--- src/core/rtcosc_map.svh ---
// offsets, field positions, reset values and timing counts of the osc block
`ifndef RTCOSC_MAP_SVH
`define RTCOSC_MAP_SVH

// ==========================================================================
// register byte offsets
`define RTCOSC_OSC_CTRL_OFS 8'h00
`define RTCOSC_CAP_CFG_OFS 8'h04
`define RTCOSC_PIN_SHORT_OFS 8'h08
`define RTCOSC_PWR_CTRL_OFS 8'h0C
`define RTCOSC_IRQ_STAT_OFS 8'h10
`define RTCOSC_IRQ_MASK_OFS 8'h14
`define RTCOSC_LIVE_OFS 8'h18

// ==========================================================================
// osc_ctrl_reg fields
`define RTCOSC_GAIN_BIT 7
`define RTCOSC_MODE_BIT 6
`define RTCOSC_BIAS_BIT 5
`define RTCOSC_CLKVALID_BIT 4
`define RTCOSC_SLOW_BIT 3
// load_cap_config_reg fields
`define RTCOSC_AUTO_BIT 7
`define RTCOSC_READY_BIT 6
`define RTCOSC_CODE_MSB 3
// pin short and power control fields
`define RTCOSC_SHORT_BIT 0
`define RTCOSC_PWR_BIT 0
`define RTCOSC_MCD_BIT 1
// interrupt status / mask and live status fields
`define RTCOSC_EV_FAIL 0
`define RTCOSC_EV_READY 1
`define RTCOSC_EV_BLANK 2
`define RTCOSC_EV_W 3

// ==========================================================================
// reset values
`define RTCOSC_OSC_CTRL_RST 8'h00
`define RTCOSC_CAP_CFG_RST 8'h80
`define RTCOSC_PIN_SHORT_RST 1'b0
`define RTCOSC_PWR_CTRL_RST 2'b00
`define RTCOSC_EV_RST 3'b000

// ==========================================================================
// timing
`define RTCOSC_CLK_PERIOD_NS 8
`define RTCOSC_BLANK_TIME_NS 2000000
`define RTCOSC_MISS_TIME_NS 100000
`define RTCOSC_STEP_OSC_CYCLES 4'hF

`endif

--- src/core/rtcosc_pkg.sv ---
// types shared by the osc configuration block
package rtcosc_pkg;

    // ======================================================================
    // load capacitance stepper states
    typedef enum logic [1:0] {
        RTCOSC_ST_HOLD,
        RTCOSC_ST_STEP
    } rtcosc_step_state_t;

    typedef logic [3:0] rtcosc_cap_code_t;

endpackage : rtcosc_pkg

--- src/core/rtcosc_cap_if.sv ---
// link between the register core and the capacitance stepper
`timescale 1ns/1ps
interface rtcosc_cap_if;
    logic restart;
    logic tick;
    logic auto_en;
    rtcosc_pkg::rtcosc_cap_code_t target;
    rtcosc_pkg::rtcosc_cap_code_t applied;
    logic ready;

    modport ctrl (output restart, output tick, output auto_en,
                  output target, input applied, input ready);
    modport step (input restart, input tick, input auto_en,
                  input target, output applied, output ready);
endinterface : rtcosc_cap_if

--- src/core/rtcosc_top.sv ---
// apb register core of the timebase oscillator configuration block
//
// The APB slave port and the register addresses were chosen for this implementation.
`timescale 1ns/1ps
`include "rtcosc_map.svh"
module rtcosc_top #(
    parameter int BLANK_CYCLES = (`RTCOSC_BLANK_TIME_NS
        + `RTCOSC_CLK_PERIOD_NS - 1) / `RTCOSC_CLK_PERIOD_NS,
    parameter int MISS_CYCLES = (`RTCOSC_MISS_TIME_NS
        + `RTCOSC_CLK_PERIOD_NS - 1) / `RTCOSC_CLK_PERIOD_NS
) (
    input wire logic ref_clk,
    input wire logic resetn,
    input wire logic psel,
    input wire logic penable,
    input wire logic pwrite,
    input wire logic [7:0] paddr,
    input wire logic [31:0] pwdata,
    output logic [31:0] prdata,
    output logic pready,
    output logic pslverr,
    output logic irq,
    input wire logic osc_pin_a,
    input wire logic slow_internal_osc,
    input wire logic amp_detect,
    output logic osc_power_en,
    output logic osc_mode_select,
    output logic bias_double_en,
    output logic gain_control,
    output logic slow_osc_enable,
    output logic pin_short_ctrl,
    output logic [3:0] load_cap_code,
    output logic [1:0] timer_inc
);
    localparam logic [17:0] BLANK_LAST = 18'(BLANK_CYCLES);
    localparam logic [17:0] MISS_LAST = 18'(MISS_CYCLES);
    // reset words held as typed constants so single fields can be picked
    localparam logic [7:0] OSC_CTRL_RST = `RTCOSC_OSC_CTRL_RST;
    localparam logic [7:0] CAP_CFG_RST = `RTCOSC_CAP_CFG_RST;
    localparam logic [1:0] PWR_CTRL_RST = `RTCOSC_PWR_CTRL_RST;

    // ======================================================================
    // control state
    logic mode_ff;
    logic bias_ff;
    logic gain_en_ff;
    logic slow_ff;
    logic short_ff;
    logic auto_ff;
    rtcosc_pkg::rtcosc_cap_code_t code_ff;
    logic pwr_ff;
    logic mcd_ff;
    logic [2:0] stat_ff;
    logic [2:0] mask_ff;
    logic [2:0] nxt_stat;
    logic gain_out_ff;
    logic [31:0] rdata_ff;
    logic tb_ff;
    logic tb_prev_ff;
    logic [1:0] inc_ff;
    logic [17:0] blank_cnt_ff;
    logic [17:0] miss_cnt_ff;
    logic ready_prev_ff;
    logic blank_prev_ff;
    logic wr_en;
    logic rd_setup;
    logic tb_rise;
    logic tb_edge;
    logic blank_done;
    logic clk_valid;
    logic fail_ev;
    logic [2:0] set_ev;
    logic [2:0] clr_ev;

    rtcosc_cap_if cap_bus ();

    // ======================================================================
    // apb access decode; zero wait states, so pready is simply high
    assign wr_en = psel && penable && pwrite;
    assign rd_setup = psel && !penable && !pwrite;
    assign pready = 1'b1;
    assign pslverr = psel && penable && !addr_mapped(paddr);
    assign prdata = rdata_ff;

    function automatic logic addr_mapped(input logic [7:0] a);
        addr_mapped = (a == `RTCOSC_OSC_CTRL_OFS) ||
                      (a == `RTCOSC_CAP_CFG_OFS) ||
                      (a == `RTCOSC_PIN_SHORT_OFS) ||
                      (a == `RTCOSC_PWR_CTRL_OFS) ||
                      (a == `RTCOSC_IRQ_STAT_OFS) ||
                      (a == `RTCOSC_IRQ_MASK_OFS) ||
                      (a == `RTCOSC_LIVE_OFS);
    endfunction : addr_mapped

    function automatic logic wr_hit(input logic [7:0] a);
        wr_hit = wr_en && (paddr == a);
    endfunction : wr_hit

    // ======================================================================
    // oscillator control register
    always_ff @(posedge ref_clk or negedge resetn) begin
        if (!resetn) begin
            gain_en_ff <= OSC_CTRL_RST[`RTCOSC_GAIN_BIT];
            mode_ff <= OSC_CTRL_RST[`RTCOSC_MODE_BIT];
            bias_ff <= OSC_CTRL_RST[`RTCOSC_BIAS_BIT];
            slow_ff <= OSC_CTRL_RST[`RTCOSC_SLOW_BIT];
        end else if (wr_hit(`RTCOSC_OSC_CTRL_OFS)) begin
            gain_en_ff <= pwdata[`RTCOSC_GAIN_BIT];
            mode_ff <= pwdata[`RTCOSC_MODE_BIT];
            bias_ff <= pwdata[`RTCOSC_BIAS_BIT];
            slow_ff <= pwdata[`RTCOSC_SLOW_BIT];
        end
    end

    // gain control only reaches the core in crystal mode
    always_ff @(posedge ref_clk or negedge resetn) begin
        if (!resetn) begin
            gain_out_ff <= 1'b0;
        end else begin
            gain_out_ff <= gain_en_ff && mode_ff;
        end
    end

    // ======================================================================
    // capacitance config, pin short and power / detector control
    always_ff @(posedge ref_clk or negedge resetn) begin
        if (!resetn) begin
            auto_ff <= CAP_CFG_RST[`RTCOSC_AUTO_BIT];
            code_ff <= CAP_CFG_RST[`RTCOSC_CODE_MSB:0];
        end else if (wr_hit(`RTCOSC_CAP_CFG_OFS)) begin
            auto_ff <= pwdata[`RTCOSC_AUTO_BIT];
            code_ff <= pwdata[`RTCOSC_CODE_MSB:0];
        end
    end

    always_ff @(posedge ref_clk or negedge resetn) begin
        if (!resetn) begin
            short_ff <= `RTCOSC_PIN_SHORT_RST;
        end else if (wr_hit(`RTCOSC_PIN_SHORT_OFS)) begin
            short_ff <= pwdata[`RTCOSC_SHORT_BIT];
        end
    end

    always_ff @(posedge ref_clk or negedge resetn) begin
        if (!resetn) begin
            pwr_ff <= PWR_CTRL_RST[`RTCOSC_PWR_BIT];
            mcd_ff <= PWR_CTRL_RST[`RTCOSC_MCD_BIT];
        end else if (wr_hit(`RTCOSC_PWR_CTRL_OFS)) begin
            pwr_ff <= pwdata[`RTCOSC_PWR_BIT];
            mcd_ff <= pwdata[`RTCOSC_MCD_BIT];
        end
    end

    // ======================================================================
    // timebase sampling; the slow oscillator replaces the pin when selected
    always_ff @(posedge ref_clk or negedge resetn) begin
        if (!resetn) begin
            tb_ff <= 1'b0;
            tb_prev_ff <= 1'b0;
        end else begin
            tb_ff <= slow_ff ? slow_internal_osc : osc_pin_a;
            tb_prev_ff <= tb_ff;
        end
    end
    assign tb_rise = tb_ff && !tb_prev_ff;
    assign tb_edge = tb_ff ^ tb_prev_ff;

    // timer increment: bit 1 instead of bit 0 on the slow oscillator
    always_ff @(posedge ref_clk or negedge resetn) begin
        if (!resetn) begin
            inc_ff <= 2'b00;
        end else if (tb_rise) begin
            inc_ff <= slow_ff ? 2'b10 : 2'b01;
        end else begin
            inc_ff <= 2'b00;
        end
    end

    // ======================================================================
    // blanking after power on; self-oscillate and slow modes skip it
    always_ff @(posedge ref_clk or negedge resetn) begin
        if (!resetn) begin
            blank_cnt_ff <= 18'h0_0000;
        end else if (!pwr_ff) begin
            blank_cnt_ff <= 18'h0_0000;
        end else if (blank_cnt_ff != BLANK_LAST) begin
            blank_cnt_ff <= blank_cnt_ff + 18'h0_0001;
        end
    end
    assign blank_done = pwr_ff && (blank_cnt_ff == BLANK_LAST);
    // detector output is masked while blanking in crystal mode
    assign clk_valid = amp_detect && pwr_ff &&
                       (blank_done || !mode_ff || slow_ff);

    // ======================================================================
    // missing clock one-shot: fires once per stuck level, rearmed by an edge
    always_ff @(posedge ref_clk or negedge resetn) begin
        if (!resetn) begin
            miss_cnt_ff <= 18'h0_0000;
        end else if (!mcd_ff || tb_edge) begin
            miss_cnt_ff <= 18'h0_0000;
        end else if (miss_cnt_ff <= MISS_LAST) begin
            miss_cnt_ff <= miss_cnt_ff + 18'h0_0001;
        end
    end
    assign fail_ev = mcd_ff && !tb_edge && (miss_cnt_ff == MISS_LAST);

    // ======================================================================
    // capacitance stepper, restarted by config writes and by power on
    assign cap_bus.restart = wr_hit(`RTCOSC_CAP_CFG_OFS) ||
                             (wr_hit(`RTCOSC_PWR_CTRL_OFS) &&
                              pwdata[`RTCOSC_PWR_BIT] && !pwr_ff);
    assign cap_bus.tick = tb_rise;
    assign cap_bus.auto_en = auto_ff;
    assign cap_bus.target = code_ff;

    rtcosc_cap_stepper u_stepper (
        .ref_clk(ref_clk),
        .resetn(resetn),
        .bus(cap_bus.step)
    );

    // ======================================================================
    // sticky events, write one to clear; a new event beats the clear
    always_ff @(posedge ref_clk or negedge resetn) begin
        if (!resetn) begin
            ready_prev_ff <= 1'b0;
            blank_prev_ff <= 1'b0;
        end else begin
            ready_prev_ff <= cap_bus.ready;
            blank_prev_ff <= blank_done;
        end
    end

    always_comb begin
        set_ev = 3'b000;
        set_ev[`RTCOSC_EV_FAIL] = fail_ev;
        set_ev[`RTCOSC_EV_READY] = cap_bus.ready && !ready_prev_ff;
        set_ev[`RTCOSC_EV_BLANK] = blank_done && !blank_prev_ff;
        clr_ev = wr_hit(`RTCOSC_IRQ_STAT_OFS) ? pwdata[2:0] : 3'b000;
        nxt_stat = (stat_ff & ~clr_ev) | set_ev;
    end

    always_ff @(posedge ref_clk or negedge resetn) begin
        if (!resetn) begin
            stat_ff <= `RTCOSC_EV_RST;
        end else begin
            stat_ff <= nxt_stat;
        end
    end

    always_ff @(posedge ref_clk or negedge resetn) begin
        if (!resetn) begin
            mask_ff <= `RTCOSC_EV_RST;
        end else if (wr_hit(`RTCOSC_IRQ_MASK_OFS)) begin
            mask_ff <= pwdata[2:0];
        end
    end

    assign irq = |(stat_ff & mask_ff);

    // ======================================================================
    // read data, captured in the setup phase for the access phase
    always_ff @(posedge ref_clk or negedge resetn) begin
        if (!resetn) begin
            rdata_ff <= 32'h0000_0000;
        end else if (rd_setup) begin
            rdata_ff <= 32'h0000_0000;
            case (paddr)
                `RTCOSC_OSC_CTRL_OFS: begin
                    rdata_ff[`RTCOSC_GAIN_BIT] <= gain_en_ff;
                    rdata_ff[`RTCOSC_MODE_BIT] <= mode_ff;
                    rdata_ff[`RTCOSC_BIAS_BIT] <= bias_ff;
                    rdata_ff[`RTCOSC_CLKVALID_BIT] <= clk_valid;
                    rdata_ff[`RTCOSC_SLOW_BIT] <= slow_ff;
                end
                `RTCOSC_CAP_CFG_OFS: begin
                    rdata_ff[`RTCOSC_AUTO_BIT] <= auto_ff;
                    rdata_ff[`RTCOSC_READY_BIT] <= cap_bus.ready;
                    rdata_ff[`RTCOSC_CODE_MSB:0] <= code_ff;
                end
                `RTCOSC_PIN_SHORT_OFS: begin
                    rdata_ff[`RTCOSC_SHORT_BIT] <= short_ff;
                end
                `RTCOSC_PWR_CTRL_OFS: begin
                    rdata_ff[`RTCOSC_PWR_BIT] <= pwr_ff;
                    rdata_ff[`RTCOSC_MCD_BIT] <= mcd_ff;
                end
                `RTCOSC_IRQ_STAT_OFS: begin
                    rdata_ff[2:0] <= stat_ff;
                end
                `RTCOSC_IRQ_MASK_OFS: begin
                    rdata_ff[2:0] <= mask_ff;
                end
                `RTCOSC_LIVE_OFS: begin
                    rdata_ff[`RTCOSC_EV_FAIL] <= stat_ff[`RTCOSC_EV_FAIL];
                    rdata_ff[`RTCOSC_EV_READY] <= cap_bus.ready;
                    rdata_ff[`RTCOSC_EV_BLANK] <= blank_done;
                    rdata_ff[`RTCOSC_EV_W] <= clk_valid;
                end
                default: begin
                    rdata_ff <= 32'h0000_0000;
                end
            endcase
        end
    end

    // ======================================================================
    // outputs to the analog core
    assign osc_power_en = pwr_ff;
    assign osc_mode_select = mode_ff;
    assign bias_double_en = bias_ff;
    assign gain_control = gain_out_ff;
    assign slow_osc_enable = slow_ff;
    assign pin_short_ctrl = short_ff;
    assign load_cap_code = cap_bus.applied;
    assign timer_inc = inc_ff;

    // ======================================================================
    // checks
    short_write_a: assert property (@(posedge ref_clk) disable iff (!resetn)
        wr_hit(`RTCOSC_PIN_SHORT_OFS) |=> pin_short_ctrl == $past(pwdata[0]))
        else $error("pin short control did not follow write");
    self_osc_a: assert property (@(posedge ref_clk) disable iff (!resetn)
        (wr_hit(`RTCOSC_OSC_CTRL_OFS) && !pwdata[`RTCOSC_MODE_BIT])
        |=> !osc_mode_select ##1 !gain_control)
        else $error("mode 0 write left crystal mode or gain on");
    crystal_a: assert property (@(posedge ref_clk) disable iff (!resetn)
        (wr_hit(`RTCOSC_OSC_CTRL_OFS) && pwdata[`RTCOSC_MODE_BIT])
        |=> osc_mode_select)
        else $error("mode 1 write did not select crystal");
    bias_bit5_a: assert property (@(posedge ref_clk) disable iff (!resetn)
        wr_hit(`RTCOSC_OSC_CTRL_OFS) |=> bias_double_en == $past(pwdata[5]))
        else $error("bias double not taken from bit 5");
    slow_step_a: assert property (@(posedge ref_clk) disable iff (!resetn)
        (tb_rise && slow_ff) |=> timer_inc == 2'b10 ##1 timer_inc != 2'b10
        || $past(tb_rise))
        else $error("slow timebase did not add two");
    blank_hold_a: assert property (@(posedge ref_clk) disable iff (!resetn)
        (mode_ff && !slow_ff && !blank_done) |-> !clk_valid)
        else $error("clock valid seen during blanking");
    miss_fail_a: assert property (@(posedge ref_clk) disable iff (!resetn)
        (mcd_ff && !tb_edge && miss_cnt_ff == MISS_LAST)
        |=> stat_ff[`RTCOSC_EV_FAIL])
        else $error("stuck timebase did not set fail flag");
    no_early_fail_a: assert property (@(posedge ref_clk) disable iff (!resetn)
        (!$past(stat_ff[0]) && stat_ff[0]) |-> $past(miss_cnt_ff) == MISS_LAST)
        else $error("fail flag set before level timeout");
    set_wins_a: assert property (@(posedge ref_clk) disable iff (!resetn)
        (fail_ev && clr_ev[`RTCOSC_EV_FAIL]) |=> stat_ff[`RTCOSC_EV_FAIL])
        else $error("clear beat a same cycle fail event");
    irq_level_a: assert property (@(posedge ref_clk) disable iff (!resetn)
        (stat_ff & mask_ff) != 3'b000 |-> irq ##1 (irq
        || $past(clr_ev) != 3'b000 || $changed(mask_ff)))
        else $error("interrupt not held for unmasked status");

endmodule : rtcosc_top

--- src/core/rtcosc_cap_stepper.sv ---
// automatic load capacitance stepping toward the programmed code
`timescale 1ns/1ps
`include "rtcosc_map.svh"
module rtcosc_cap_stepper (
    input wire logic ref_clk,
    input wire logic resetn,
    rtcosc_cap_if.step bus
);
    rtcosc_pkg::rtcosc_step_state_t state_ff;
    rtcosc_pkg::rtcosc_cap_code_t code_ff;
    logic [3:0] div_ff;
    logic ready_ff;

    assign bus.applied = code_ff;
    assign bus.ready = ready_ff;

    // ======================================================================
    // stepping machine: one code step per interval of timebase cycles
    always_ff @(posedge ref_clk or negedge resetn) begin
        if (!resetn) begin
            state_ff <= rtcosc_pkg::RTCOSC_ST_HOLD;
            code_ff <= 4'h0;
            div_ff <= 4'h0;
            ready_ff <= 1'b0;
        end else if (bus.restart) begin
            // restart first: the enable is still the old one on this edge,
            // so a write that turns stepping on must not be lost to it
            state_ff <= rtcosc_pkg::RTCOSC_ST_STEP;
            code_ff <= 4'h0;
            div_ff <= 4'h0;
            ready_ff <= 1'b0;
        end else if (!bus.auto_en) begin
            // no stepping: the final code is applied at once
            state_ff <= rtcosc_pkg::RTCOSC_ST_HOLD;
            code_ff <= bus.target;
            ready_ff <= 1'b1;
        end else begin
            case (state_ff)
                rtcosc_pkg::RTCOSC_ST_STEP: begin
                    if (code_ff == bus.target) begin
                        ready_ff <= 1'b1;
                        state_ff <= rtcosc_pkg::RTCOSC_ST_HOLD;
                    end else if (bus.tick) begin
                        div_ff <= div_ff + 4'h1;
                        if (div_ff == `RTCOSC_STEP_OSC_CYCLES) begin
                            code_ff <= code_ff + 4'h1;
                        end
                    end
                end
                rtcosc_pkg::RTCOSC_ST_HOLD: begin
                    // target moved without a restart: climb again
                    if (code_ff != bus.target) begin
                        state_ff <= rtcosc_pkg::RTCOSC_ST_STEP;
                        code_ff <= 4'h0;
                        ready_ff <= 1'b0;
                    end
                end
                default: begin
                    state_ff <= rtcosc_pkg::RTCOSC_ST_HOLD;
                end
            endcase
        end
    end

    // ======================================================================
    // checks
    step_by_one_a: assert property (@(posedge ref_clk) disable iff (!resetn)
        (bus.auto_en && !bus.restart && $past(bus.auto_en)
         && code_ff != 4'h0)
        |-> (code_ff == $past(code_ff) || code_ff == $past(code_ff) + 4'h1))
        else $error("applied code jumped by more than one");
    ready_match_a: assert property (@(posedge ref_clk) disable iff (!resetn)
        ready_ff |-> code_ff == bus.target || $changed(bus.target))
        else $error("ready set while code differs from target");
    start_low_a: assert property (@(posedge ref_clk) disable iff (!resetn)
        (bus.auto_en && bus.restart) |=> (code_ff == 4'h0 && !ready_ff))
        else $error("stepping did not start at smallest code");
    reach_ready_a: assert property (@(posedge ref_clk) disable iff (!resetn)
        (bus.auto_en && !bus.restart && state_ff ==
         rtcosc_pkg::RTCOSC_ST_STEP && code_ff == bus.target)
        |=> ready_ff)
        else $error("ready not set when target reached");

endmodule : rtcosc_cap_stepper

--- config.mk ---
export PLATFORM = sky130hd
export DESIGN_NAME = rtcosc_top
export DESIGN_NICKNAME = d
export VERILOG_FILES = /design/src/core/rtcosc_pkg.sv /design/src/core/rtcosc_cap_if.sv /design/src/core/rtcosc_top.sv /design/src/core/rtcosc_cap_stepper.sv
export VERILOG_INCLUDE_DIRS = /design/src /design/src/core
export SDC_FILE = /design/constraint.sdc
export NUM_CORES = 1
export LEC_CHECK = 0
export ABC_AREA = 1
export BUFFER_PORTS_ARGS = -buffer_cell sky130_fd_sc_hd__buf_2
export CAP_MARGIN = 20
export CORE_MARGIN = 4
export CORE_UTILIZATION = 55
export CTS_CLUSTER_DIAMETER = 30
export DETAILED_ROUTE_END_ITERATION = 12
export PLACE_DENSITY = 0.81
export SYNTH_ARGS = -nofsm -noshare
export SYNTH_HDL_FRONTEND = slang
export SYNTH_SLANG_ARGS = --single-unit
--- constraint.sdc ---
create_clock -name ref_clk -period 1.64 [get_ports ref_clk]
set_input_delay 0.082 -clock ref_clk [delete_from_list [all_inputs] [get_ports ref_clk]]
set_output_delay 0.082 -clock ref_clk [all_outputs]
set_load 0.01 [all_outputs]
==> reports/qor.yml <==
outcome:
  outcome: "finished clean"
setup_path:
  r2r-end: "miss_cnt_ff[4]"
  critPathRequiredTime_ns: 1.89
  arrival_ns: 1.86
  crit_type: "register to register"
  endpoint_kind: "register"
  rr_worst_depth: 10
  start_kind: "register"
  r2r_setup_slack_ns: 0.03
  r2r-start: "miss_cnt_ff[0]"
  startpoint: "miss_cnt_ff[0]"
  cp_max_fo: 14
worst_hold_path:
  min_to: "cap_bus.target[1]"
  hold_depth: 3
  worstHoldStart: "pwdata[1]"
  hp-class: "primary input to register"
cells_and_area:
  area_growth_syn_to_layout_pct: 17.0
  insertedDiodeCount: 0
  nets: 696
  layout-drive-gt1-share_pct: 19.5
  layout_common_cells: "nand2_1, dfrtp_1, inv_1, nor2_1, buf_2"
  layout_commonest_cell: "nand2_1"
  fin_area_um2: 5180
  nFillCells: 632
timing:
  drv_slew: 0
  setup_viol: 0
  fin_ws_ns: 0.0295
  fmax_mhz: 621
  rsz0062_at_grt: "yes"
  hold_viol_final: 0
  fin_crit_sh_pct: 98.2
  fin_skew_ns: 0.0104
  period_needed_ns: 1.61
logic_synthesis:
  syn_avg_cell_area_um2: 7.82
  synth_ff_type: "dfrtp_1"
  yosysTopAreaCell: "dfrtp_1"
  synth_edf_count: 0
  async_flop_share_pct: 100
  synth_cell_types: 43
  netlist_instances: 567
  yosys.area.top_type_share_pct: 44.0
  ys.warnings.count: 0
  yosysSeqAreaShare_pct: 44.6
  yosys-top-cells-area: "dfrtp_1, nand2_1, inv_1"
  ys_ff_latch: 79
  syn-cell-area_um2: 4430
floorplan:
  die_w_um: 97.8
  die_area_um2: 9560
  dieHeight_um: 97.8
  ios: 95
  num_rows: 32
  core_area_um2: 7770
  initial_core_util_pct: 57.1
clock_tree:
  clk_path_buf_depth: 2
  cts-root-buf: "clkbuf_8"
  clkLatencyLatePin_ns: 0.36
  h-tree-depth: 3
  numCtsBuffers: 9
  tritoncts: "yes"
  path_clk_slew_ns: 0.08
  cts.sink_count: 79
placed_design:
  post-place-ws_ns: -0.0248
  place.port_buffers: 44
  placed_area_um2: 4740
  dp_hpwl_um: 7100
  globalplace.congestion: 0.934
routing:
  drt_iter0_markers: 215
  vias: 3927
  via_per_inst: 5.25
  postRouteAntennaNets: 0
  drc: 0
  wl_per_cell_um: 13.5
  drtPass1Iterations: 5
  wl_um: 10100
global_routing:
  grt_pass1_vias: 3875
  antenna_found_initial: 0
  grt_use_total_pct: 21.5
  gr-total-overflow: 0
  grt_max_degree: 33
  grt_first_pass_wirelength_um: 17100
pwr:
  leakagePower_nw: 2.61
  vdd_drop_max_v: 0.000492
  p_per_area_nw_per_um2: 816
run:
  cap_violations: 0
report_power, final:
group	total, W	internal (W)	switching [W]
Sequential	0.00214	0.00204	0.0000971
Combinational	0.000645	0.000245	0.000400
Clock	0.00145	0.000699	0.000748
registers in the layout, summed over array words and instances (netlist names), 2 cells and up:
signal                 count
timer_inc                  2
prdata                     8
blank_cnt_ff              18
miss_cnt_ff               18
cap_bus.target             4
u_stepper.div_ff           4
u_stepper.bus.applied      4
mask_ff                    3
stat_ff                    3
cell type report:
cell class / instances / area, um2 / area share [%]
inverters: 66 / 248 / 4.78
flip-flops and latches: 79 / 1980 / 38.3
clock inverters: 6 / 61.3 / 1.18
well taps: 102 / 128 / 2.46
clock buffers: 10 / 128 / 2.46
multi-input cells: 413 / 2150 / 41.4
repair buffers: 72 / 488 / 9.41
worst max-delay path, cell delays in order (launching register included):
cell	delay (ns)
dfrtp_1	0.39
inv_2	0.11
ha_4	0.14
nand2_2	0.06
nor4_4	0.24
nand2_2	0.11
nand2_4	0.14
nor2_4	0.06
buf_12	0.14
nand2_1	0.06
nand2_1	0.05
synthesized netlist by cell type, types with 2 or more instances:
cell      count
a21oi_1      16
a22o_1        2
a22oi_1       2
a31oi_1       2
buf_2         2
buf_4        25
buf_6         2
clkbuf_1      2
conb_1        2
dfrtp_1      78
ha_1          7
inv_1        65
nand2_1     152
nand2_2       4
nand2_4       3
nand3_1      31
nand3b_1      8
nand4_1      11
nand4_2       3
nor2_1       64
nor2_2        3
nor2_4        3
nor3_1        8
nor3_2        2
nor4_1        4
o21ai_0      28
o21ai_1       2
o22ai_1       2
o311ai_0      2
or2_2         2
xnor2_1       3
xor2_1       16
per-layer routing:
layer  vias to the layer above  GRT usage [%]  part of all wire, %  wire length [um]
met5                         -              0                    0                 0
met4                         0           9.05                  2.2               219
met3                        19           3.93                  6.2               629
met2                       142           34.7                   48              4860
met1                      1855           28.5                   44              4410
li1                       1911              -                    -                 -
kinds of logic after synthesis:
kind of cell	count (synthesis)	synth area share (%)
compound gates	62	7.93
buf+inv	98	10.8
flops	79	44.6
other cells	2	0.169
simple gates	299	30.5
fa+ha+maj	7	1.98
xor+xnor	19	3.75
mux	1	0.254
how the worst max path moves through the flow:
stage	to	cells after the start
after floorplan	miss_cnt_ff[5]	10
after global placement	prdata[2]	10
after detailed placement	blank_cnt_ff[2]	9
after CTS	prdata[2]	10
after global routing	miss_cnt_ff[7]	10
final	miss_cnt_ff[4]	10
metrics by stage:
| stage | total power (W) | TNS, ns | cells | hold WS [ns] | utilization, % |
|---|---|---|---|---|---|
| floorplan | 0.00260 | 0 | 590 | -0.214 | - |
| global placement | 0.00273 | 0 | 716 | 0.0246 | 61.0 |
| detailed placement | 0.00276 | -0.0264 | 716 | 0.0291 | 61.0 |
| CTS | 0.00420 | 0 | 742 | 0.0573 | 64.9 |
| global route | 0.00444 | -0.826 | 748 | 0.0669 | 66.8 |
| finish | 0.00423 | 0 | 748 | 0.0575 | 66.8 |
what timing repair did:
action	in CTS	in global routing
pin swaps	1	7
resized for setup	3	25
buffers inserted	3	7
setup endpoints to repair	11	28
hold endpoints to repair	64	0
hold buffers	7	0
No activity file was read; power rests on OpenSTA's default activity.
